[config.mk]
export PLATFORM = sky130hd
export DESIGN_NAME = load_adaptive_current_scaler
export DESIGN_NICKNAME = d
export VERILOG_FILES = /design/src/verilog/load_adaptive_current_pkg.sv /design/src/verilog/load_adaptive_current_scaler.sv /design/src/verilog/scale_step_unit.sv
export SDC_FILE = /design/constraint.sdc
export NUM_CORES = 1
export LEC_CHECK = 0
export ABC_AREA = 0
export CAP_MARGIN = 30
export CORE_MARGIN = 5
export CORE_UTILIZATION = 62
export DETAILED_ROUTE_END_ITERATION = 8
export DONT_BUFFER_PORTS = 1
export GPL_ROUTABILITY_DRIVEN = 0
export PLACE_DENSITY = 0.79
export SETUP_SLACK_MARGIN = 0.2
export SLEW_MARGIN = 25
export SYNTH_ARGS = -nofsm -noshare
export SYNTH_HDL_FRONTEND = slang
export SYNTH_SLANG_ARGS = --single-unit
[constraint.sdc]
create_clock -name pclk -period 5.91 [get_ports pclk]
set_input_delay 0 -clock pclk [delete_from_list [all_inputs] [get_ports pclk]]
set_output_delay 0 -clock pclk [all_outputs]
set_load 0.01 [all_outputs]
[src/verilog/load_adaptive_current_pkg.sv]
package load_adaptive_current_pkg;

  // ==========================================================
  // register map, byte addresses on the bus
  localparam logic [31:0] CFG_ADDR        = 32'h0000_0000;
  localparam logic [31:0] CURRENT_ADDR    = 32'h0000_0004;
  localparam logic [31:0] STATUS_ADDR     = 32'h0000_0008;
  localparam logic [31:0] COUNT_ADDR      = 32'h0000_000C;

  // ==========================================================
  // configuration word layout
  localparam int          CFG_W           = 20;
  localparam int          SEL_HI          = 19;
  localparam int          SEL_LO          = 17;
  localparam logic [2:0]  CFG_SELECT      = 3'h5;
  localparam int          MIN_SEL_BIT     = 15;
  localparam int          DEC_HI          = 14;
  localparam int          DEC_LO          = 13;
  localparam int          OFS_HI          = 11;
  localparam int          OFS_LO          = 8;
  localparam int          INC_HI          = 6;
  localparam int          INC_LO          = 5;
  localparam int          LOW_HI          = 3;
  localparam int          LOW_LO          = 0;
  localparam logic [19:0] CFG_RESET       = 20'h0_0000;

  // ==========================================================
  // current scale and scaling factor
  localparam int          SCALE_W         = 5;
  localparam logic [4:0]  CS_RESET        = 5'h1F;
  localparam int          THRESH_SHIFT    = 5;

  // ==========================================================
  // decrement sample counts per select code
  localparam logic [5:0]  DEC_COUNT_0     = 6'h20;
  localparam logic [5:0]  DEC_COUNT_1     = 6'h08;
  localparam logic [5:0]  DEC_COUNT_2     = 6'h02;
  localparam logic [5:0]  DEC_COUNT_3     = 6'h01;

endpackage : load_adaptive_current_pkg

[src/verilog/load_adaptive_current_scaler.sv]
// Decided for this implementation: the APB register port and the placing of the registers.
`timescale 1ns/1ps
// Contract
// - config word with bits 19:17 equal 101 writes the adaptive config register.
// - bit 15 picks the floor: 0 half, 1 quarter of programmed scale.
// - bits 14:13 pick high samples per decrement: 32, 8, 2, 1.
// - upper threshold is (lower + offset + 1) times 32; reaching it counts down.
// - each low sample raises the factor by 1, 2, 4 or 8 steps.
// - lower threshold zero disables regulation; load samples have no effect.
// - sample below lower threshold times 32 raises the factor.
// - programmed 5-bit scale means (value + 1) / 32, the upper bound.

module load_adaptive_current_scaler
  import load_adaptive_current_pkg::*;
#(
  parameter int SAMPLE_W = 10
)
(
  input  wire logic                pclk,
  input  wire logic                presetn,
  input  wire logic                ce,
  input  wire logic                psel,
  input  wire logic                penable,
  input  wire logic                pwrite,
  input  wire logic [31:0]         paddr,
  input  wire logic [31:0]         pwdata,
  input  wire logic                sample_valid,
  input  wire logic [SAMPLE_W-1:0] load_measurement_value,
  output logic                     pready,
  output logic                     pslverr,
  output logic      [31:0]         prdata,
  output logic      [SCALE_W-1:0]  current_scale_factor,
  output logic                     regulation_active
);

  // ==========================================================
  // state
  logic [CFG_W-1:0]   cfg_q,     cfg_d;
  logic [SCALE_W-1:0] cs_q,      cs_d;
  logic [SCALE_W-1:0] factor_q,  factor_d;
  logic [5:0]         count_q,   count_d;
  logic               active_q,  active_d;
  logic               pready_q,  pready_d;
  logic               pslverr_q, pslverr_d;
  logic [31:0]        prdata_q,  prdata_d;

  // ==========================================================
  // configuration fields
  logic               min_sel;
  logic [1:0]         dec_sel;
  logic [3:0]         upper_ofs;
  logic [1:0]         inc_sel;
  logic [3:0]         lower_thr;
  logic [SAMPLE_W:0]  lower_lim;
  logic [SAMPLE_W:0]  upper_lim;
  logic [5:0]         dec_target;
  logic [3:0]         inc_amt;
  logic               is_low;
  logic               is_high;
  logic               do_dec;
  logic [SCALE_W-1:0] stepped;
  logic               setup;
  logic               access;
  logic               mapped;

  assign min_sel   = cfg_q[MIN_SEL_BIT];
  assign dec_sel   = cfg_q[DEC_HI:DEC_LO];
  assign upper_ofs = cfg_q[OFS_HI:OFS_LO];
  assign inc_sel   = cfg_q[INC_HI:INC_LO];
  assign lower_thr = cfg_q[LOW_HI:LOW_LO];

  // ==========================================================
  // thresholds and decodes
  always_comb
  begin
    lower_lim = (SAMPLE_W+1)'({lower_thr, 5'h00});
    upper_lim = (SAMPLE_W+1)'({5'h00, lower_thr} + {5'h00, upper_ofs} + 9'h001)
                << THRESH_SHIFT;
    unique case (dec_sel)
      2'h0: dec_target = DEC_COUNT_0;
      2'h1: dec_target = DEC_COUNT_1;
      2'h2: dec_target = DEC_COUNT_2;
      2'h3: dec_target = DEC_COUNT_3;
    endcase
    unique case (inc_sel)
      2'h0: inc_amt = 4'h1;
      2'h1: inc_amt = 4'h2;
      2'h2: inc_amt = 4'h4;
      2'h3: inc_amt = 4'h8;
    endcase
    is_low  = sample_valid && ({1'b0, load_measurement_value} < lower_lim);
    is_high = sample_valid && ({1'b0, load_measurement_value} >= upper_lim);
    do_dec  = is_high && ((count_q + 6'h01) >= dec_target);
  end

  // ==========================================================
  // step and clamp unit
  scale_step_unit u_step
  (
    .cur     (factor_q),
    .cs      (cs_q),
    .min_sel (min_sel),
    .inc_en  (is_low),
    .inc_amt (inc_amt),
    .dec_en  (do_dec),
    .next    (stepped)
  );

  // ==========================================================
  // regulator next state
  always_comb
  begin
    factor_d = factor_q;
    count_d  = count_q;
    active_d = (lower_thr != 4'h0);
    if (lower_thr == 4'h0)
    begin
      // disabled: full programmed scale, no history kept
      factor_d = cs_q;
      count_d  = 6'h00;
    end
    else
    begin
      // clamp also runs on idle cycles so a new scale takes hold at once
      factor_d = stepped;
      if (is_low || do_dec)
      begin
        count_d = 6'h00;
      end
      else if (is_high)
      begin
        count_d = count_q + 6'h01;
      end
    end
  end

  // ==========================================================
  // apb slave next state, zero-wait: answer staged in setup cycle
  always_comb
  begin
    setup     = psel && !penable;
    access    = psel && penable && pready_q;
    mapped    = (paddr == CFG_ADDR) || (paddr == CURRENT_ADDR) ||
                (paddr == STATUS_ADDR) || (paddr == COUNT_ADDR);
    cfg_d     = cfg_q;
    cs_d      = cs_q;
    pready_d  = setup;
    pslverr_d = setup && !mapped;
    prdata_d  = 32'h0000_0000;
    if (setup && !pwrite)
    begin
      unique case (1'b1)
        (paddr == CURRENT_ADDR): prdata_d = {27'h000_0000, cs_q};
        (paddr == STATUS_ADDR):  prdata_d = {26'h000_0000, active_q, factor_q};
        (paddr == COUNT_ADDR):   prdata_d = {26'h000_0000, count_q};
        default:                 prdata_d = 32'h0000_0000; // config is write-only
      endcase
    end
    if (access && pwrite)
    begin
      // words with another select field belong to other registers: ignored
      if ((paddr == CFG_ADDR) && (pwdata[SEL_HI:SEL_LO] == CFG_SELECT))
      begin
        cfg_d = pwdata[CFG_W-1:0];
      end
      if (paddr == CURRENT_ADDR)
      begin
        cs_d = pwdata[SCALE_W-1:0];
      end
    end
  end

  // ==========================================================
  // regulator registers; ce low freezes them so a paused drive keeps its scale
  always_ff @(posedge pclk or negedge presetn)
  begin
    if (!presetn)
    begin
      factor_q  <= CS_RESET;
      count_q   <= 6'h00;
      active_q  <= 1'b0;
    end
    else if (ce)
    begin
      factor_q  <= factor_d;
      count_q   <= count_d;
      active_q  <= active_d;
    end
  end

  // ==========================================================
  // bus registers; the answer freezes with ce too, so a setup cycle that ends with ce low never gets pready
  always_ff @(posedge pclk or negedge presetn)
  begin
    if (!presetn)
    begin
      cfg_q     <= CFG_RESET;
      cs_q      <= CS_RESET;
      pready_q  <= 1'b0;
      pslverr_q <= 1'b0;
      prdata_q  <= 32'h0000_0000;
    end
    else if (ce)
    begin
      cfg_q     <= cfg_d;
      cs_q      <= cs_d;
      pready_q  <= pready_d;
      pslverr_q <= pslverr_d;
      prdata_q  <= prdata_d;
    end
  end

  assign pready               = pready_q;
  assign pslverr              = pslverr_q;
  assign prdata               = prdata_q;
  assign current_scale_factor = factor_q;
  assign regulation_active    = active_q;

endmodule : load_adaptive_current_scaler

[src/verilog/scale_step_unit.sv]
`timescale 1ns/1ps

module scale_step_unit
  import load_adaptive_current_pkg::*;
(
  input  wire logic [SCALE_W-1:0] cur,
  input  wire logic [SCALE_W-1:0] cs,
  input  wire logic               min_sel,
  input  wire logic               inc_en,
  input  wire logic [3:0]         inc_amt,
  input  wire logic               dec_en,
  output logic      [SCALE_W-1:0] next
);

  logic [SCALE_W:0]   cs_plus;
  logic [SCALE_W:0]   floor_plus;
  logic [SCALE_W-1:0] floor_code;
  logic [SCALE_W+1:0] sum;

  // ==========================================================
  // floor: half or quarter of the programmed scale, as a code
  always_comb
  begin
    cs_plus    = {1'b0, cs} + 6'h01;
    floor_plus = min_sel ? (cs_plus >> 2) : (cs_plus >> 1);
    // a quarter of a tiny scale rounds to zero; hold at least one step
    floor_code = (floor_plus == 6'h00) ? 5'h00 : floor_plus[SCALE_W-1:0] - 5'h01;
  end

  // ==========================================================
  // step, then clamp into the floor..scale window
  always_comb
  begin
    sum = {2'b00, cur};
    if (inc_en)
    begin
      sum = sum + {3'b000, inc_amt};
    end
    else if (dec_en && (cur != 5'h00))
    begin
      sum = sum - 7'h01;
    end
    if (sum > {2'b00, cs})
    begin
      next = cs;
    end
    else if (sum < {2'b00, floor_code})
    begin
      next = floor_code;
    end
    else
    begin
      next = sum[SCALE_W-1:0];
    end
  end

endmodule : scale_step_unit

-- Word level (Yosys, flattened, before mapping)
Cells that the tools add are included.
- flip-flop bits (word level): 67
- latch bits: 0
- memory bits (writable): 0
- memory bits (read-only): 0
- input bits: 81
- output and inout bits: 40
- logic and storage cells: 73
- memories: 0
- add/sub/neg operators: 7
- multiply operators: 0
- divide/modulo/power cells: 0
- order comparisons: 5
- eq/ne operators: 10
- shift-type cells: 0
- muxes and demuxes: 14
- bitwise logic cells: 0
- reductions and logical operators: 29
- operator list (cell ; number):
    == test 32 x 4 -> 1 bit (second input constant) ; 2
    == test 32 x 3 -> 1 bit (second input constant) ; 1
    zero test 32 bit ; 1
    two-way mux 5 bit ; 5
    two-way mux 6 bit ; 4
    case mux 6 bit (4 select lines) ; 1
    case mux 6 bit (3 select lines) ; 1
    case mux 4 bit (4 select lines) ; 1
    two-way mux 7 bit ; 2
    adder 5 x 1 -> 6 bit (second input constant) ; 2
    greater-or-equal comparator 10 x 11 -> 1 bit ; 1
    logical AND 1 bit ; 11
    less-than comparator 10 x 9 -> 1 bit ; 1
    == test 2 bit (second input constant) ; 4
    greater-than comparator 7 x 5 -> 1 bit ; 1
    less-than comparator 7 x 5 -> 1 bit ; 1
    adder 5 x 4 -> 6 bit ; 1
    adder 6 x 1 -> 6 bit (second input constant) ; 1
    greater-or-equal comparator 6 bit ; 1
    zero test 6 bit ; 1
    AND reduction 3 bit ; 2
    subtractor 5 x 1 -> 6 bit (second input constant) ; 1
    adder 4 x 4 -> 5 bit ; 1
    nonzero test 5 bit ; 1
    10 further kinds ; 17

-- Depth between registers and ports, before layout
Gate-level depths: netlist (run 1).
- word-level depth: 12
- gate-level depth with buffers: 24
- gate-level depth less buffers: 23

-- By module
From an unflattened synthesis (run 1), not the netlist that was laid out.
- cell total of the unflattened synthesis: 394
- area total of the unflattened synthesis: 3667.3 sq um
- by module, submodules not included (module ; times used ; cells each ; area each (sq um) ; seq. area each (sq um)):
    load_adaptive_current_scaler ; 1 ; 251 ; 2560.0 ; 963.4
    scale_step_unit ; 1 ; 143 ; 1107.3 ; 0.0

-- Worst setup path before layout (run 1)
No wires, ideal clock.
- kind: register -> register
- from: register cfg_q[0]
- to: register factor_q[4], in the netlist current_scale_factor[4]
- library setup time: 0.082 ns
- arrival: 4.320 ns
- required time: 5.828 ns
- slack: 1.508 ns
- stages on the path, launching flop included: 24
- buffers on the path: 1
- clock period less this slack: 4.402 ns
- path through: dfrtp_1 > inv_1 > ha_1 > inv_1 > fa_1 > inv_1 > ha_1 > and3b_1 > a221oi_1 > o21ai_1 > buf_4 > and3_1 > nand2_1 > xor2_1 > o21ai_0 > ha_1 > a21oi_1 > o31ai_1 > a21oi_1 > inv_1 > a2111o_1 > o31a_1 > mux2_4 > mux2_4
- word-level cells in the longest chain between the ends: 12
- elaborated cells on any way between the ends: 16
- classes of those cells: add/sub: 2; order compare: 4; mux: 5; reduce/logical: 5
- RTL lines (element ; RTL line ; text):
    start: declaration ; load_adaptive_current_scaler.sv:38 ; logic [CFG_W-1:0] cfg_q, cfg_d;
    start signal: assignment ; load_adaptive_current_scaler.sv:205 ; cfg_q <= cfg_d;
    adder 4 x 4 -> 5 bit ; load_adaptive_current_scaler.sv:77 ; upper_lim = (SAMPLE_W+1)'({5'h00, lower_thr} + {5'h00, upper_ofs} + 9'h001)
    adder 5 x 1 -> 6 bit ; load_adaptive_current_scaler.sv:77 ;
    greater-or-equal comparator 10 x 11 -> 1 bit ; load_adaptive_current_scaler.sv:92 ; is_high = sample_valid && ({1'b0, load_measurement_value} >= upper_lim);
    logical AND 1 bit ; load_adaptive_current_scaler.sv:92 ;
    logical AND 1 bit ; load_adaptive_current_scaler.sv:93 ; do_dec = is_high && ((count_q + 6'h01) >= dec_target);
    logical AND 1 bit ; scale_step_unit.sv:39 ; else if (dec_en && (cur != 5'h00))
    two-way mux 7 bit ; scale_step_unit.sv:39 ;
    two-way mux 7 bit ; scale_step_unit.sv:35 ; if (inc_en)
    less-than comparator 7 x 5 -> 1 bit ; scale_step_unit.sv:47 ; else if (sum < {2'b00, floor_code})
    two-way mux 5 bit ; scale_step_unit.sv:47 ;
    two-way mux 5 bit ; scale_step_unit.sv:43 ; if (sum > {2'b00, cs})
    two-way mux 5 bit (*) ; load_adaptive_current_scaler.sv:116 ; if (lower_thr == 4'h0)
    end signal: assignment ; load_adaptive_current_scaler.sv:185 ; factor_q <= factor_d;
    end: declaration ; load_adaptive_current_scaler.sv:40 ; logic [SCALE_W-1:0] factor_q, factor_d;
Every way passes the cells marked *; elsewhere a longest branch is shown, timed or not.
A chain may end at the register's enable or synchronous reset.

-- Worst setup path after layout (run 1)
Ends and elaborated chain as after synthesis.

==> summary by stage, run 1 <==
Status
The flow ran to the end, and the final reports show no timing, DRC or antenna violations.

Timing
The post-route minimum period is 5135 ps. The worst pin sits at a relative slew slack of 44.62%. Setup repair after global routing left no endpoint under its margin. The tightest hold path in the finished design has a slack of about 22 ps. The worst-case clock skew is ~7 ps.

The number of max-slew violations in the final report is 0. The worst-case setup margin in the final layout is 774.8 ps. The count of final setup violators is 0.

The upper clock frequency limit is 194.7 MHz. The total negative setup slack is 0 ps. The final cycle utilization of the critical path is 86.89%. At the pin with the least slew margin, the transition time is 823.1 ps. The hold violation count in the final report came to 0.

Pwr
The switching power summed over all nets is 0.0001240 W. The internal power is 0.0004042 W. The analysis attributes to cell leakage a power of 1.685 nW. The worst-case IR drop observed on VDD is 0.1429 mV. The combinational cell fraction of total power is 8.7%. Net switching is 23.47% of the power. The clock network burns 41.3% of the power. The part of the total power dissipated in sequential elements is 50.0%. Power spread over the standard cell area amounts to 142.5 nW/µm².

Total power for the finished layout comes to 0.0005281 W.

Critical path
The critical path arrival is between 5000 and 6000 ps. Setup slack on the worst reg-to-reg path comes out at 770 ps. The end of the worst register-to-register path is current_scale_factor[4]. On the critical path the largest part of the delay comes from compound AO/OA/AOI/OAI gates.

The worst setup path is launched from a flop. For the worst setup path, the data required time is slightly above 6000 ps. By startpoint and endpoint, the worst setup path is classified as flop to flop. The critical path goes through inv_1, ha_1, inv_1, fa_1, inv_1, ha_1, and3b_1, a221oi_1, o21ai_1, and3_1, nand2_1, xor2_1, o21ai_0, ha_1, a21oi_1, o31ai_1, a21oi_1, inv_1, a2111o_1, o31a_1, mux2_4, mux2_4. The maximum net fanout on the critical path is 11. The number of buffer and inverter stages on the critical path is 4. In this design, the critical path's most frequently occurring cell is inv_1.

On the critical path, the stage with the largest delay is an instance of o21ai_1. The reg-to-reg startpoint is cfg_q[0]. The number of cells on the worst reg-to-reg path is 22.

The maximum single-stage delay on the critical path is 580 ps. The kind of end point of the critical path is a flop.

Flow run
The max-cap check violation count is 0.

Logic synthesis
After synthesis, the share of flip-flops with an asynchronous set or reset is 100.0%. The number of distinct standard cells referenced by the synthesized netlist is 60. Each instance of the synthesized netlist takes up on average approximately 8.9 µm². Yosys printed 0 warnings.

For this run, the leading register cell type out of synthesis is dfrtp_1. The flip-flop and latch count after synthesis is 38. Counting flops with a built-in enable in the synthesized netlist gives 0. The cell count after synthesis came out at 386. The share of the Yosys chip area taken by registers is 28.07%. The cell area after technology mapping is 3432 µm².

Routing
The average wire length per cell after detail routing is 17.13 µm. In the routed layout, each cell is associated on average with a via count of between 6 and 7. The wire length after detailed routing is 8153 µm. Once detail routing completed, the nets flagged for antenna violations numbered 0. Detailed routing inserted a total of 2907 vias.

The first-pass iteration count of the detailed router is 4. In the routed design, unresolved DRC markers number 0. The starting DRC count in detailed routing is 157.

Finish
The multi-input combinational cells in the finished layout cover a total of around 2200 µm². The count of inserted antenna diode cells is 0. Fill cells in the final layout number 446. The proportion of layout cells with a drive suffix above 1 is 13.61%. Relative to the synthesized area, the layout overhead comes to 7.984%. In the final layout, flip-flops and latches occupy between 900 and 1000 µm². The net count of the finished layout is 516. The total non-filler cell area in the finished layout is between 3000 and 4000 µm².

Placement
Detailed placement ended at an HPWL of 6212 µm. The worst setup slack after placement is between 800 and 900 ps. The area of placed instances is 3377 µm². The count of input and output buffers is 0.

Clock tree
Once the clock tree was built, the resizer swapped 0 gates to a different size. The number of sinks driven by the clock tree is 38. After clock tree synthesis, the setup repair step added 0 buffers. The clock tree from TritonCTS is yes.

After clock tree synthesis, the clock-pin slew on the worst setup and hold paths is 80 ps. The maximum root-to-sink buffer count is 2. In this run, post-CTS hold repair placed 21 buffers. The H-tree level count is 2. The cell sitting at the root of the clock tree is a clkbuf_8. For the worst-skew pair, the clock arrives at the later sink with an insertion delay of 300 ps. The number of buffers added by the clock tree synthesis step is 5.

Floorplan
The standard cell core area is about 5400 µm². The die is 84.40 µm tall. The number of placement rows is 27. The I/O pin total is 121. The full die area is 7123 µm².

From left edge to right edge, the die measures around 84 µm. Once the floorplan was initialized, standard cells occupied between 60% and 70% of the core.

Global routing
The global routing usage summed across all routing layers is 23.35%. The number of antenna violations at the first check in global routing is 0. Entering global routing, the biggest net connects 39 pins. The final global-route overflow total is 0. The via count of the first global-routing pass came to ~3000. The first global-routing pass estimated 13660 µm of wire.

Min path
The worst hold path belongs to the class input port to flop. The endpoint with the worst hold slack is count_q[3]. In this run the most critical hold path is launched from ce. The number of stages on the worst hold path is 4.
[flip-flops by register name, summed over array words and instances (netlist names)]
name	flops
cfg_q	13
count_q	6
cs_q	5
current_scale_factor	5
prdata	6
pready	1
pslverr	1
regulation_active	1
[final cells by class]
| class | count | area share, % |
|---|---|---|
| Inverter | 32 | 3.241 |
| Timing Repair Buffer | 21 | 5.942 |
| Multi-Input combinational cell | 305 | 59.45 |
| Sequential cell | 38 | 26.00 |
| Tap cell | 72 | 2.431 |
| Clock inverter | 3 | 1.080 |
| Clock buffer | 5 | 1.857 |
[placed cells by master, fill, tap and decap left out, drive strengths merged, types with 2 or more instances in the layout]
cell type	netlist	final
nand2	32	32
a211oi	2	2
dfstp	10	10
nor3b	2	2
o31ai	2	2
a311oi	3	3
o211ai	8	8
a21o	5	5
dlygate4sd3	0	20
o21ai	20	20
nand4	14	14
ha	30	30
inv	32	32
clkinv	0	2
or2	3	3
xor2	8	8
clkbuf	5	5
dfrtp	28	28
and3	2	2
fa	2	2
nor3	5	5
a21oi	13	13
a31oi	7	7
o22ai	8	8
nand2b	6	6
mux2	25	25
nor2b	9	9
and2	3	3
a211o	2	2
nand3	13	13
nor2	16	16
nor4	10	10
conb	1	26
a2111o	3	3
a22oi	5	5
xnor2	8	8
[cell usage after synthesis (all sizes together) (2+ instances only)]
cell type	number	area share (%)
a2111o	3	0.98
a211o	2	0.51
a211oi	2	0.58
a21o	5	1.1
a21oi	13	2.0
a22oi	5	1.1
a311oi	3	0.95
a31oi	7	1.9
and2	3	0.55
and3	2	0.36
buf	31	6.4
clkbuf	5	0.55
dfrtp	28	20
dfstp	10	7.7
fa	2	1.2
ha	30	11
inv	32	3.5
mux2	25	8.4
nand2	32	3.5
nand2b	6	1.3
nand3	13	1.9
nand4	14	2.6
nor2	16	1.7
nor2b	9	1.6
nor3	5	0.73
nor3b	2	0.44
nor4	10	1.8
o211ai	8	1.7
o21ai	20	3.0
o22ai	8	1.5
o31ai	2	0.44
or2	3	0.55
xnor2	8	2.0
xor2	8	2.0
[worst reg2reg max path: cells and delay by family, from the launching register on]
| kind | cells | cell delay (ps) |
|---|---|---|
| AO/OA/AOI/OAI | 8 | 1930 |
| flip-flops | 1 | 420 |
| adder cells (fa/ha/maj) | 4 | 1230 |
| XOR/XNOR | 1 | 150 |
| AND/OR/NAND/NOR | 3 | 510 |
| multiplexers | 2 | 580 |
| buffers and inverters | 4 | 260 |
[power by group through the flow]
stage	clock network, W	registers, W	logic, W
after detailed placement	0	0.000269	0.0000252
after global placement	0	0.000269	0.0000242
after floorplan	0	0.000268	0.0000386
after CTS	0.000221	0.000264	0.0000451
final	0.000218	0.000264	0.0000460
after global routing	0.000236	0.000264	0.0000511
[logic make-up after synthesis]
kind of cell	share of synthesized area, %
other	0.1093
xor gates and xnor gates	4.083
buffers and inverters	10.46
and+or+nand+nor	18.37
DFF	28.07
AOI/OAI and AO/OA	18.37
adders and majority gates	12.10
muxes	8.422
[metal layers]
| metal | track usage (%) | vias to the layer above | part of all wire [%] |
|---|---|---|---|
| li1 | - | 1385 | - |
| met1 | 27.07 | 1364 | 39 |
| met2 | 41.61 | 134 | 50 |
| met3 | 6.379 | 24 | 8.9 |
| met4 | 7.626 | 0 | 2.3 |
| met5 | 0 | - | 0 |
[metrics by stage]
| step | utilization [%] | cells |
|---|---|---|
| after floorplan | - | 411 |
| after CTS | 68.14 | 476 |
| after detailed placement | 62.09 | 447 |
| after global routing | 68.14 | 476 |
| after global placement | 62.09 | 447 |
| final | 68.14 | 476 |
[how the worst max path moves through the flow]
stage	startpoint	to	slack, ps	cells past startpoint
6_report	cfg_q[0]	current_scale_factor[4]	770	22
5_1_grt	cfg_q[0]	current_scale_factor[4]	450	22
4_1_cts	cfg_q[0]	current_scale_factor[4]	810	22
3_5_place_dp	cfg_q[0]	current_scale_factor[4]	830	22
3_3_place_gp	cfg_q[0]	current_scale_factor[4]	930	22
2_1_floorplan	cfg_q[0]	current_scale_factor[4]	1510	23
Note: power is estimated with default switching activity, not from simulation.
==> run 2: changes to the inputs <==
SYNTH_HIERARCHICAL = 1   (was not set)
==> run 2 against run 1 <==
Compared with the run above: first-iteration DRC count decreased by 19%; non-clock buffer count is 2 higher; maximum frequency shrank 2.9%; clock skew hardly changed; sequential cell count stayed put; register-to-register slack worse by 150 ps; clock power decreased by 11%; synthesized area grew 6.9%; core utilization decreased by 1.5 points; clock-buffer cell count up 1; critical path depth is 3 higher; global-route usage increased by 1.3 points; largest cell class unchanged.
==> summary by stage, run 2 <==
Global routing
The final global-route overflow total came to 0 (unchanged). The number of antenna violations at the first check in global routing is 0 (unchanged). The global-route wire length before repair is 14700 µm (was 13660 µm). The pin count of the biggest net entering global routing was 39 (unchanged). The via count of the first global-routing pass is 3044 (was 2982). The global routing usage summed across all routing layers is 24.70% (was 23.35%).

Routing
The wire length after detailed routing was 9059 µm (was 8153 µm). The number of vias in the routed layout is 2986 (was 2907). The DRC violation count after routing is 0 (unchanged). The post-route antenna net violation count came to 0 (unchanged). The average wire length per cell after detail routing is 18.68 µm (was 17.13 µm).

The post-detailed-route via-to-cell ratio was 6.157 (was 6.107). The starting DRC count in detailed routing is 127 (was 157). The first-pass iteration count of the detailed router is 4 (unchanged).

Placement
The detailed placement HPWL was 6848 µm (was 6212 µm). The count of input and output buffers is 0 (unchanged). The worst setup slack after placement was 561.8 ps (was 833.6 ps). The number of instances in the placed design came to 455 (was 447).

Pwr
The reported leakage power was 1.747 nW (was 1.685 nW). The switching power summed over all nets is 0.0002811 W (was 0.0001240 W). The internal power is 0.0005105 W (was 0.0004042 W). The ratio of total power to cell area is 203.1 nW/µm² (was 142.5 nW/µm²).

The fraction of power spent switching nets was 35.51% (was 23.47%). The largest vdd supply drop is 0.1735 mV (was 0.1429 mV). The combinational cell fraction of total power was 35.4% (was 8.7%). The part of the total power dissipated in sequential elements is 40.1% (was 50.0%). The portion of total power attributed to the clock network was 24.4% (was 41.3%).

Critical path
The end of the worst register-to-register path is current_scale_factor[2] (was current_scale_factor[4]). The required arrival time at the worst endpoint was 6150 ps (was 6140 ps). The critical path arrival is 5530 ps (was 5370 ps). The maximum net fanout on the critical path is 8 (was 11). The reg-to-reg startpoint is cfg_q[0] (unchanged). The kind of end point of the critical path is a flop (unchanged).

The worst setup path startpoint was cfg_q[0] (unchanged). The start-to-end type of the worst setup path was flop to flop (unchanged). The minimum setup slack among reg-to-reg paths was 620 ps (was 770 ps). The number of cells on the worst reg-to-reg path was 25 (was 22). The startpoint class of the critical path is a flop (unchanged).

Timing
The worst-case setup margin in the final layout is 621.9 ps (was 774.8 ps). The hold violation count in the final report is 0 (unchanged). The count of final setup violators was 0 (unchanged). The post-route minimum period came to 5288 ps (was 5135 ps). The worst-case clock skew is 7.420 ps (was 7.026 ps). Setup repair after global routing missed its margin: no (unchanged).

The final cycle utilization of the critical path came to 89.48% (was 86.89%). The number of max-slew violations in the final report is 0 (unchanged). The upper clock frequency limit is 189.1 MHz (was 194.7 MHz). The actual slew at the worst max-slew pin is 817.4 ps (was 823.1 ps). The total negative setup slack is 0 ps (unchanged).

The relative slew slack is 45.51% (was 44.62%).

Finish
The number of fill cells came to 481 (was 446). The register with the highest flop count is cfg_q (unchanged). The net count of the finished layout is 525 (was 516). Most frequent cells in the layout: ha_1, inv_1, dfrtp_1 (was inv_1, nand2_1, ha_1).

The filler-free cell count of the finished design is 485 (was 476). The count of inserted antenna diode cells came to 0 (unchanged). The flip-flop count of the largest register after layout is 13 (unchanged). The proportion of layout cells with a drive suffix above 1 is 15.12% (was 13.61%). The synthesis-to-layout area growth was 6.278% (was 7.984%). The most common library cell in the layout ignoring fill and taps is ha_1.

The utilization after layout is 66.62% (was 68.14%).

Logic synthesis
The gate count after technology mapping is 394 (was 386). The post-synthesis share of cell area spent on and, or, nand and nor gates was 16.31% (was 18.37%). The xor and xnor fraction of the mapped netlist area is 3.105% (was 4.083%). The most instantiated library cell after synthesis is ha_1. The proportion of netlist area held by the largest area contributor is 19.11% (was 20.42%). The adder-cell area share of the yosys netlist was 12.35% (was 12.10%).

The share of the synthesized area in compound gates (AO/OA/AOI/OAI) is 18.97% (was 18.37%). The share of flip-flops with an asynchronous set or reset was 100.0% (unchanged). The sequential element share of the synthesized area was 26.27% (was 28.07%). The multiplexer share of the synthesized area is 11.87% (was 8.421%). Ranking of synthesized cells by instance count: ha_1, inv_1, buf_4 (was inv_1, nand2_1, ha_1).

The primary flip-flop cell chosen by synthesis mapping is dfrtp_1 (unchanged). The number of distinct standard cells referenced by the synthesized netlist is 72 (was 60). The cell area after technology mapping came to 3667 µm² (was 3432 µm²).

The synthesized area per cell is 9.308 µm² (was 8.891 µm²). The number of enable-type register cells in the synthesized netlist came to 0 (unchanged). The flip-flop and latch count after synthesis came to 38 (unchanged). The largest family of logic cells by synthesized area is compound AO/OA/AOI/OAI gates (unchanged). The yosys synthesis warning count is 6 (was 0). Most area-consuming cells after synthesis: dfrtp_1, ha_1, dfstp_2, buf_4, mux2_2 (was dfrtp_1, ha_1, dfstp_2, mux2_2, buf_4). The leading area contributor after synthesis is dfrtp_1 (unchanged).

Clock tree
The number of sinks driven by the clock tree is 38 (unchanged). The clock transition at the registers of the reported paths is 80 ps (about the same). The number of buffers added by the clock tree synthesis step came to 5 (unchanged). The clock root buffer master is clkbuf_8 (unchanged). The clock tree from TritonCTS was yes (unchanged). The insertion delay to the later sink of the worst-skew pair is 300 ps (about the same).

The maximum root-to-sink buffer count is 2 (unchanged). The H-tree level count was 2 (unchanged).

Floorplan
The height of the chip is 86.91 µm (was 84.40 µm). The starting utilization of the core area is 62.68% (was 63.10%). The I/O pin total is 121 (unchanged). The full die area is 7553 µm² (was 7123 µm²). The chip width is 86.91 µm (was 84.40 µm). The number of placement rows is 28 (was 27).

The standard cell core area was 5851 µm² (was 5439 µm²).

Min path
The endpoint with the worst hold slack is prdata[4] (was count_q[3]). The number of stages on the worst hold path came to 3 (was 4). The class of the tightest hold or removal check was input port to flop (unchanged). The hold path startpoint is paddr[3] (was ce).

Flow run
The max-cap check violation count is 0 (unchanged).

Status
Outcome: finished, final reports clean (unchanged).
-- run 2: cell count changes after synthesis, moves of 4 or more --
cell	before	now
xor2_1	8	4
nand4_1	14	3
mux2i_1	0	15
nand2_1	32	18
clkbuf_1	5	1
a21oi_1	12	18
mux2_2	23	18
buf_2	2	6
mux2_1	0	6
o2bb2ai_1	0	7
-- run 2: critical path, cell delays in order, from the launching register on --
cell	delay (ps)
dfrtp_1	440
inv_1	100
ha_1	140
inv_1	60
fa_1	490
inv_1	50
ha_1	280
and3b_1	160
a221o_1	360
a21oi_4	220
and2b_2	300
nor4b_2	180
nand2_1	80
nand2_1	50
mux2_2	280
inv_1	90
ha_1	250
a21oi_1	180
o21a_1	170
o211ai_1	130
o41ai_4	300
buf_4	190
mux2_1	320
mux2i_1	160
mux2i_1	100
a21oi_1	170
-- run 2: worst max-delay path by stage --
| stage | endpoint | slack [ps] | cells after the start |
|---|---|---|---|
| final | current_scale_factor[2] | 620 | 25 |
| after global routing | current_scale_factor[3] | 250 | 25 |
| after CTS | current_scale_factor[3] | 550 | 24 |
| after detailed placement | current_scale_factor[3] | 560 | 24 |
| after global placement | current_scale_factor[2] | 700 | 24 |
| after floorplan | current_scale_factor[3] | 1070 | 24 |
-- run 2: area by class of cell --
cell class	instances	area, µm²	area share (%)
well taps	75	93.84	2.408
inverters	30	112.6	2.889
flip-flops and latches	38	963.4	24.72
repair buffers	23	232.7	5.971
clock inverters	2	12.51	0.3210
clock buffers	6	82.58	2.119
multi-input cells	311	2400	61.57
-- run 2: routing by layer --
metal / vias to the layer above / global-route usage [%] / share of wire [%]
met5: - / 0 / 0
met4: 0 / 6.516 / 1.1
met3: 11 / 6.433 / 8.8
met2: 133 / 42.37 / 50
met1: 1426 / 30.65 / 40
li1: 1416 / - / -
-- run 2: power groups by stage --
stage	Combinational [W]	Clock, W	Sequential, W
finish	0.000280	0.000193	0.000318
global placement	0.000240	0	0.000321
CTS	0.000271	0.000192	0.000318
global route	0.000312	0.000208	0.000323
floorplan	0.000230	0	0.000308
detailed placement	0.000250	0	0.000323
-- run 2: logic make-up after synthesis --
family / count (synthesis)
flops: 38
simple gates: 103
compound gates: 94
buf+inv: 70
mux: 40
xor+xnor: 13
other cells: 1
fa+ha+maj: 35
-- run 2: stage by stage --
step            power, W  cell area [µm²]  hold WS (ps)
2_1_floorplan  0.0005380             3761        -295.6
3_3_place_gp   0.0005611             3571        -294.8
3_5_place_dp   0.0005723             3571        -295.0
4_1_cts        0.0007807             3876         19.34
5_1_grt        0.0008427             3897         38.09
6_report       0.0007916             3897         16.33
-- run 2: what timing repair did --
action | in CTS | in global routing
endpoints found under the setup margin | 0 | 4
buffers inserted | 0 | 2
gates resized for setup | 0 | 1
hold buffers | 20 | 0
endpoints found under the hold margin | 75 | 0
==> run 3: changes to the inputs <==
PLACE_DENSITY = 0.76   (was 0.79)
==> run 3 against run 2 <==
Compared with the run above: total power fell by 0.45%; clock-buffer cell count is 1 higher; setup slack got worse by 90 ps; sequential cell count is the same; maximum frequency is 1.7% lower; clock skew is 5.2 ps lower; critical path depth is 1 lower; combinational power hardly changed; critical path type unchanged; highest routed layer unchanged.
==> summary by stage, run 3 (same netlist as run 2, synthesis figures left out) <==
Routing
The number of vias in the routed layout is 2993 (was 2986). The starting DRC count in detailed routing came to 181 (was 127). The post-route antenna net violation count is 0 (unchanged). The wire length after detailed routing came to 9390 µm (was 9059 µm).

The first-pass iteration count of the detailed router came to 4 (unchanged). The DRC violation count after routing is 0 (unchanged). The average wire length per cell after detail routing is 19.40 µm (was 18.68 µm).

The post-detailed-route via-to-cell ratio was 6.184 (was 6.157).

Timing
The upper clock frequency limit was 185.9 MHz (was 189.1 MHz). The number of max-slew violations in the final report is 0 (unchanged). The worst-case clock skew came to 2.225 ps (was 7.420 ps).

The actual slew at the worst max-slew pin is 824.7 ps (was 817.4 ps). The relative slew slack was 45.02% (was 45.51%). The hold violation count in the final report was 0 (unchanged). The worst hold slack after final layout is 14.13 ps (was 16.33 ps). The post-route minimum period was 5378 ps (was 5288 ps). The count of final setup violators was 0 (unchanged). Setup repair after global routing missed its margin: no (unchanged). The total negative setup slack is 0 ps (unchanged). The final cycle utilization of the critical path was 91.00% (was 89.48%).

Finish
The number of fill cells is 469 (was 481). The utilization after layout is 66.42% (was 66.62%). The total non-filler cell area in the finished layout is 3886 µm² (was 3897 µm²). The net count of the finished layout is 524 (was 525). The filler-free cell count of the finished design is 484 (was 485).

The most common library cell in the layout ignoring fill and taps is ha_1 (unchanged). The count of inserted antenna diode cells is 0 (unchanged). The flip-flop count of the largest register after layout is 13 (unchanged). Most frequent cells in the layout: ha_1, inv_1, dfrtp_1 (unchanged). The register with the highest flop count is cfg_q (unchanged).

The proportion of layout cells with a drive suffix above 1 was 14.67% (was 15.12%). The synthesis-to-layout area growth is 5.971% (was 6.278%).

Pwr
The internal power is 0.0005086 W (was 0.0005105 W). The combinational cell fraction of total power is 35.7% (was 35.4%). The switching power summed over all nets is 0.0002794 W (was 0.0002811 W). The fraction of power spent switching nets is 35.46% (was 35.51%). The reported leakage power is 1.743 nW (was 1.747 nW). The part of the total power dissipated in sequential elements is 40.4% (was 40.1%). The ratio of total power to cell area is 202.8 nW/µm² (was 203.1 nW/µm²). The largest vdd supply drop was 0.1613 mV (was 0.1735 mV). The portion of total power attributed to the clock network is 23.9% (was 24.4%).

Floorplan
The starting utilization of the core area is 62.68% (unchanged). The height of the chip is 86.91 µm (unchanged). The full die area was 7553 µm² (unchanged). The number of placement rows is 28 (unchanged). The I/O pin total was 121 (unchanged). The standard cell core area is 5851 µm² (unchanged). The chip width was 86.91 µm (unchanged).

Clock tree
The clock tree from TritonCTS is yes (unchanged). The number of sinks driven by the clock tree is 38 (unchanged). The insertion delay to the later sink of the worst-skew pair came to 290 ps (was 300 ps).

The clock root buffer master is clkbuf_8 (unchanged). The maximum root-to-sink buffer count came to 2 (unchanged). The H-tree level count is 2 (unchanged). The clock transition at the registers of the reported paths was 70 ps (was 80 ps). The number of buffers added by the clock tree synthesis step came to 5 (unchanged).

Global routing
The pin count of the biggest net entering global routing is 39 (unchanged). The number of antenna violations at the first check in global routing was 0 (unchanged). The via count of the first global-routing pass is 3189 (was 3044). The final global-route overflow total came to 0 (unchanged). The global-route wire length before repair is 15450 µm (was 14700 µm).

The global routing usage summed across all routing layers came to 26.00% (was 24.70%).

Critical path
The startpoint class of the critical path is a flop (unchanged). The start-to-end type of the worst setup path was flop to flop (unchanged). The critical path arrival was 5610 ps (was 5530 ps). The minimum setup slack among reg-to-reg paths came to 530 ps (was 620 ps). The maximum net fanout on the critical path came to 8 (unchanged). The kind of end point of the critical path is a flop (unchanged).

The required arrival time at the worst endpoint is 6140 ps (was 6150 ps).

Placement
The area of placed instances is 3571 µm² (unchanged). The count of input and output buffers was 0 (unchanged). The number of instances in the placed design is 455 (unchanged).

The detailed placement HPWL is 7005 µm (was 6848 µm).

Status
Outcome: finished, final reports clean (unchanged).

Min path
The class of the tightest hold or removal check is input port to flop (unchanged).

Flow run
The max-cap check violation count is 0 (unchanged).
## run 3: layout make-up
cell class	instances	area [µm²]	area share, %
Multi-Input combinational cell	311	2400	61.75
Sequential cell	38	963.4	24.79
Timing Repair Buffer	22	225.2	5.795
Inverter	30	112.6	2.898
Tap cell	75	93.84	2.415
Clock buffer	7	86.33	2.222
Clock inverter	1	5.005	0.1288
## run 3: worst paths after layout
path	start	end	depth (start not counted)
max reg2reg	cfg_q[0]	current_scale_factor[3]	24
max	cfg_q[0]	current_scale_factor[3]	24
min in group asynchronous	presetn	cfg_q[8]	2
min	ce	count_q[3]	2
min reg2reg	cfg_q[11]	cfg_q[11]	1
max in group asynchronous	presetn	current_scale_factor[0]	2
## run 3: metal layers
metal | vias up | global-route usage, % | share of wire [%]
met4 | 0 | 7.790 | 1.7
met3 | 17 | 7.001 | 8.4
met1 | 1428 | 31.35 | 41
li1 | 1420 | - | -
met2 | 128 | 45.07 | 49
met5 | - | 0 | 0
## run 3: critical path, cell delays in order (launching register included)
cell and delay, ps:
dfrtp_1 460, inv_1 150, ha_1 170, inv_1 60, fa_1 490, inv_1 50
ha_1 280, and3b_1 170, a221o_1 360, a21oi_4 230, and2b_2 290, nor4b_2 180
nand2_1 70, nand2_1 50, mux2_2 280, inv_1 80, ha_1 240, a21oi_1 140
o21a_1 160, o211ai_1 140, o41ai_4 450, mux2_1 360, mux2i_1 150, mux2i_1 110
a21oi_1 180
## run 3: repair_timing
action	CTS	global route
setup endpoints to repair	0	3
hold buffers	20	0
buffers inserted	0	1
gates resized for setup	0	1
endpoints found under the hold margin	75	0
## run 3: metrics by stage
stage / power (W) / worst slack (ps)
2_1_floorplan: 0.0005380 / 1066
6_report: 0.0007881 / 531.8
5_1_grt: 0.0008365 / 218.8
4_1_cts: 0.0007822 / 563.3
3_5_place_dp: 0.0005765 / 585.9
3_3_place_gp: 0.0005618 / 696.9
## run 3: power groups by stage
stage / Combinational, W / Sequential (W) / Clock, W
2_1_floorplan: 0.000230 / 0.000308 / 0
3_3_place_gp: 0.000240 / 0.000322 / 0
3_5_place_dp: 0.000253 / 0.000323 / 0
4_1_cts: 0.000274 / 0.000318 / 0.000190
5_1_grt: 0.000311 / 0.000323 / 0.000202
6_report: 0.000281 / 0.000318 / 0.000189
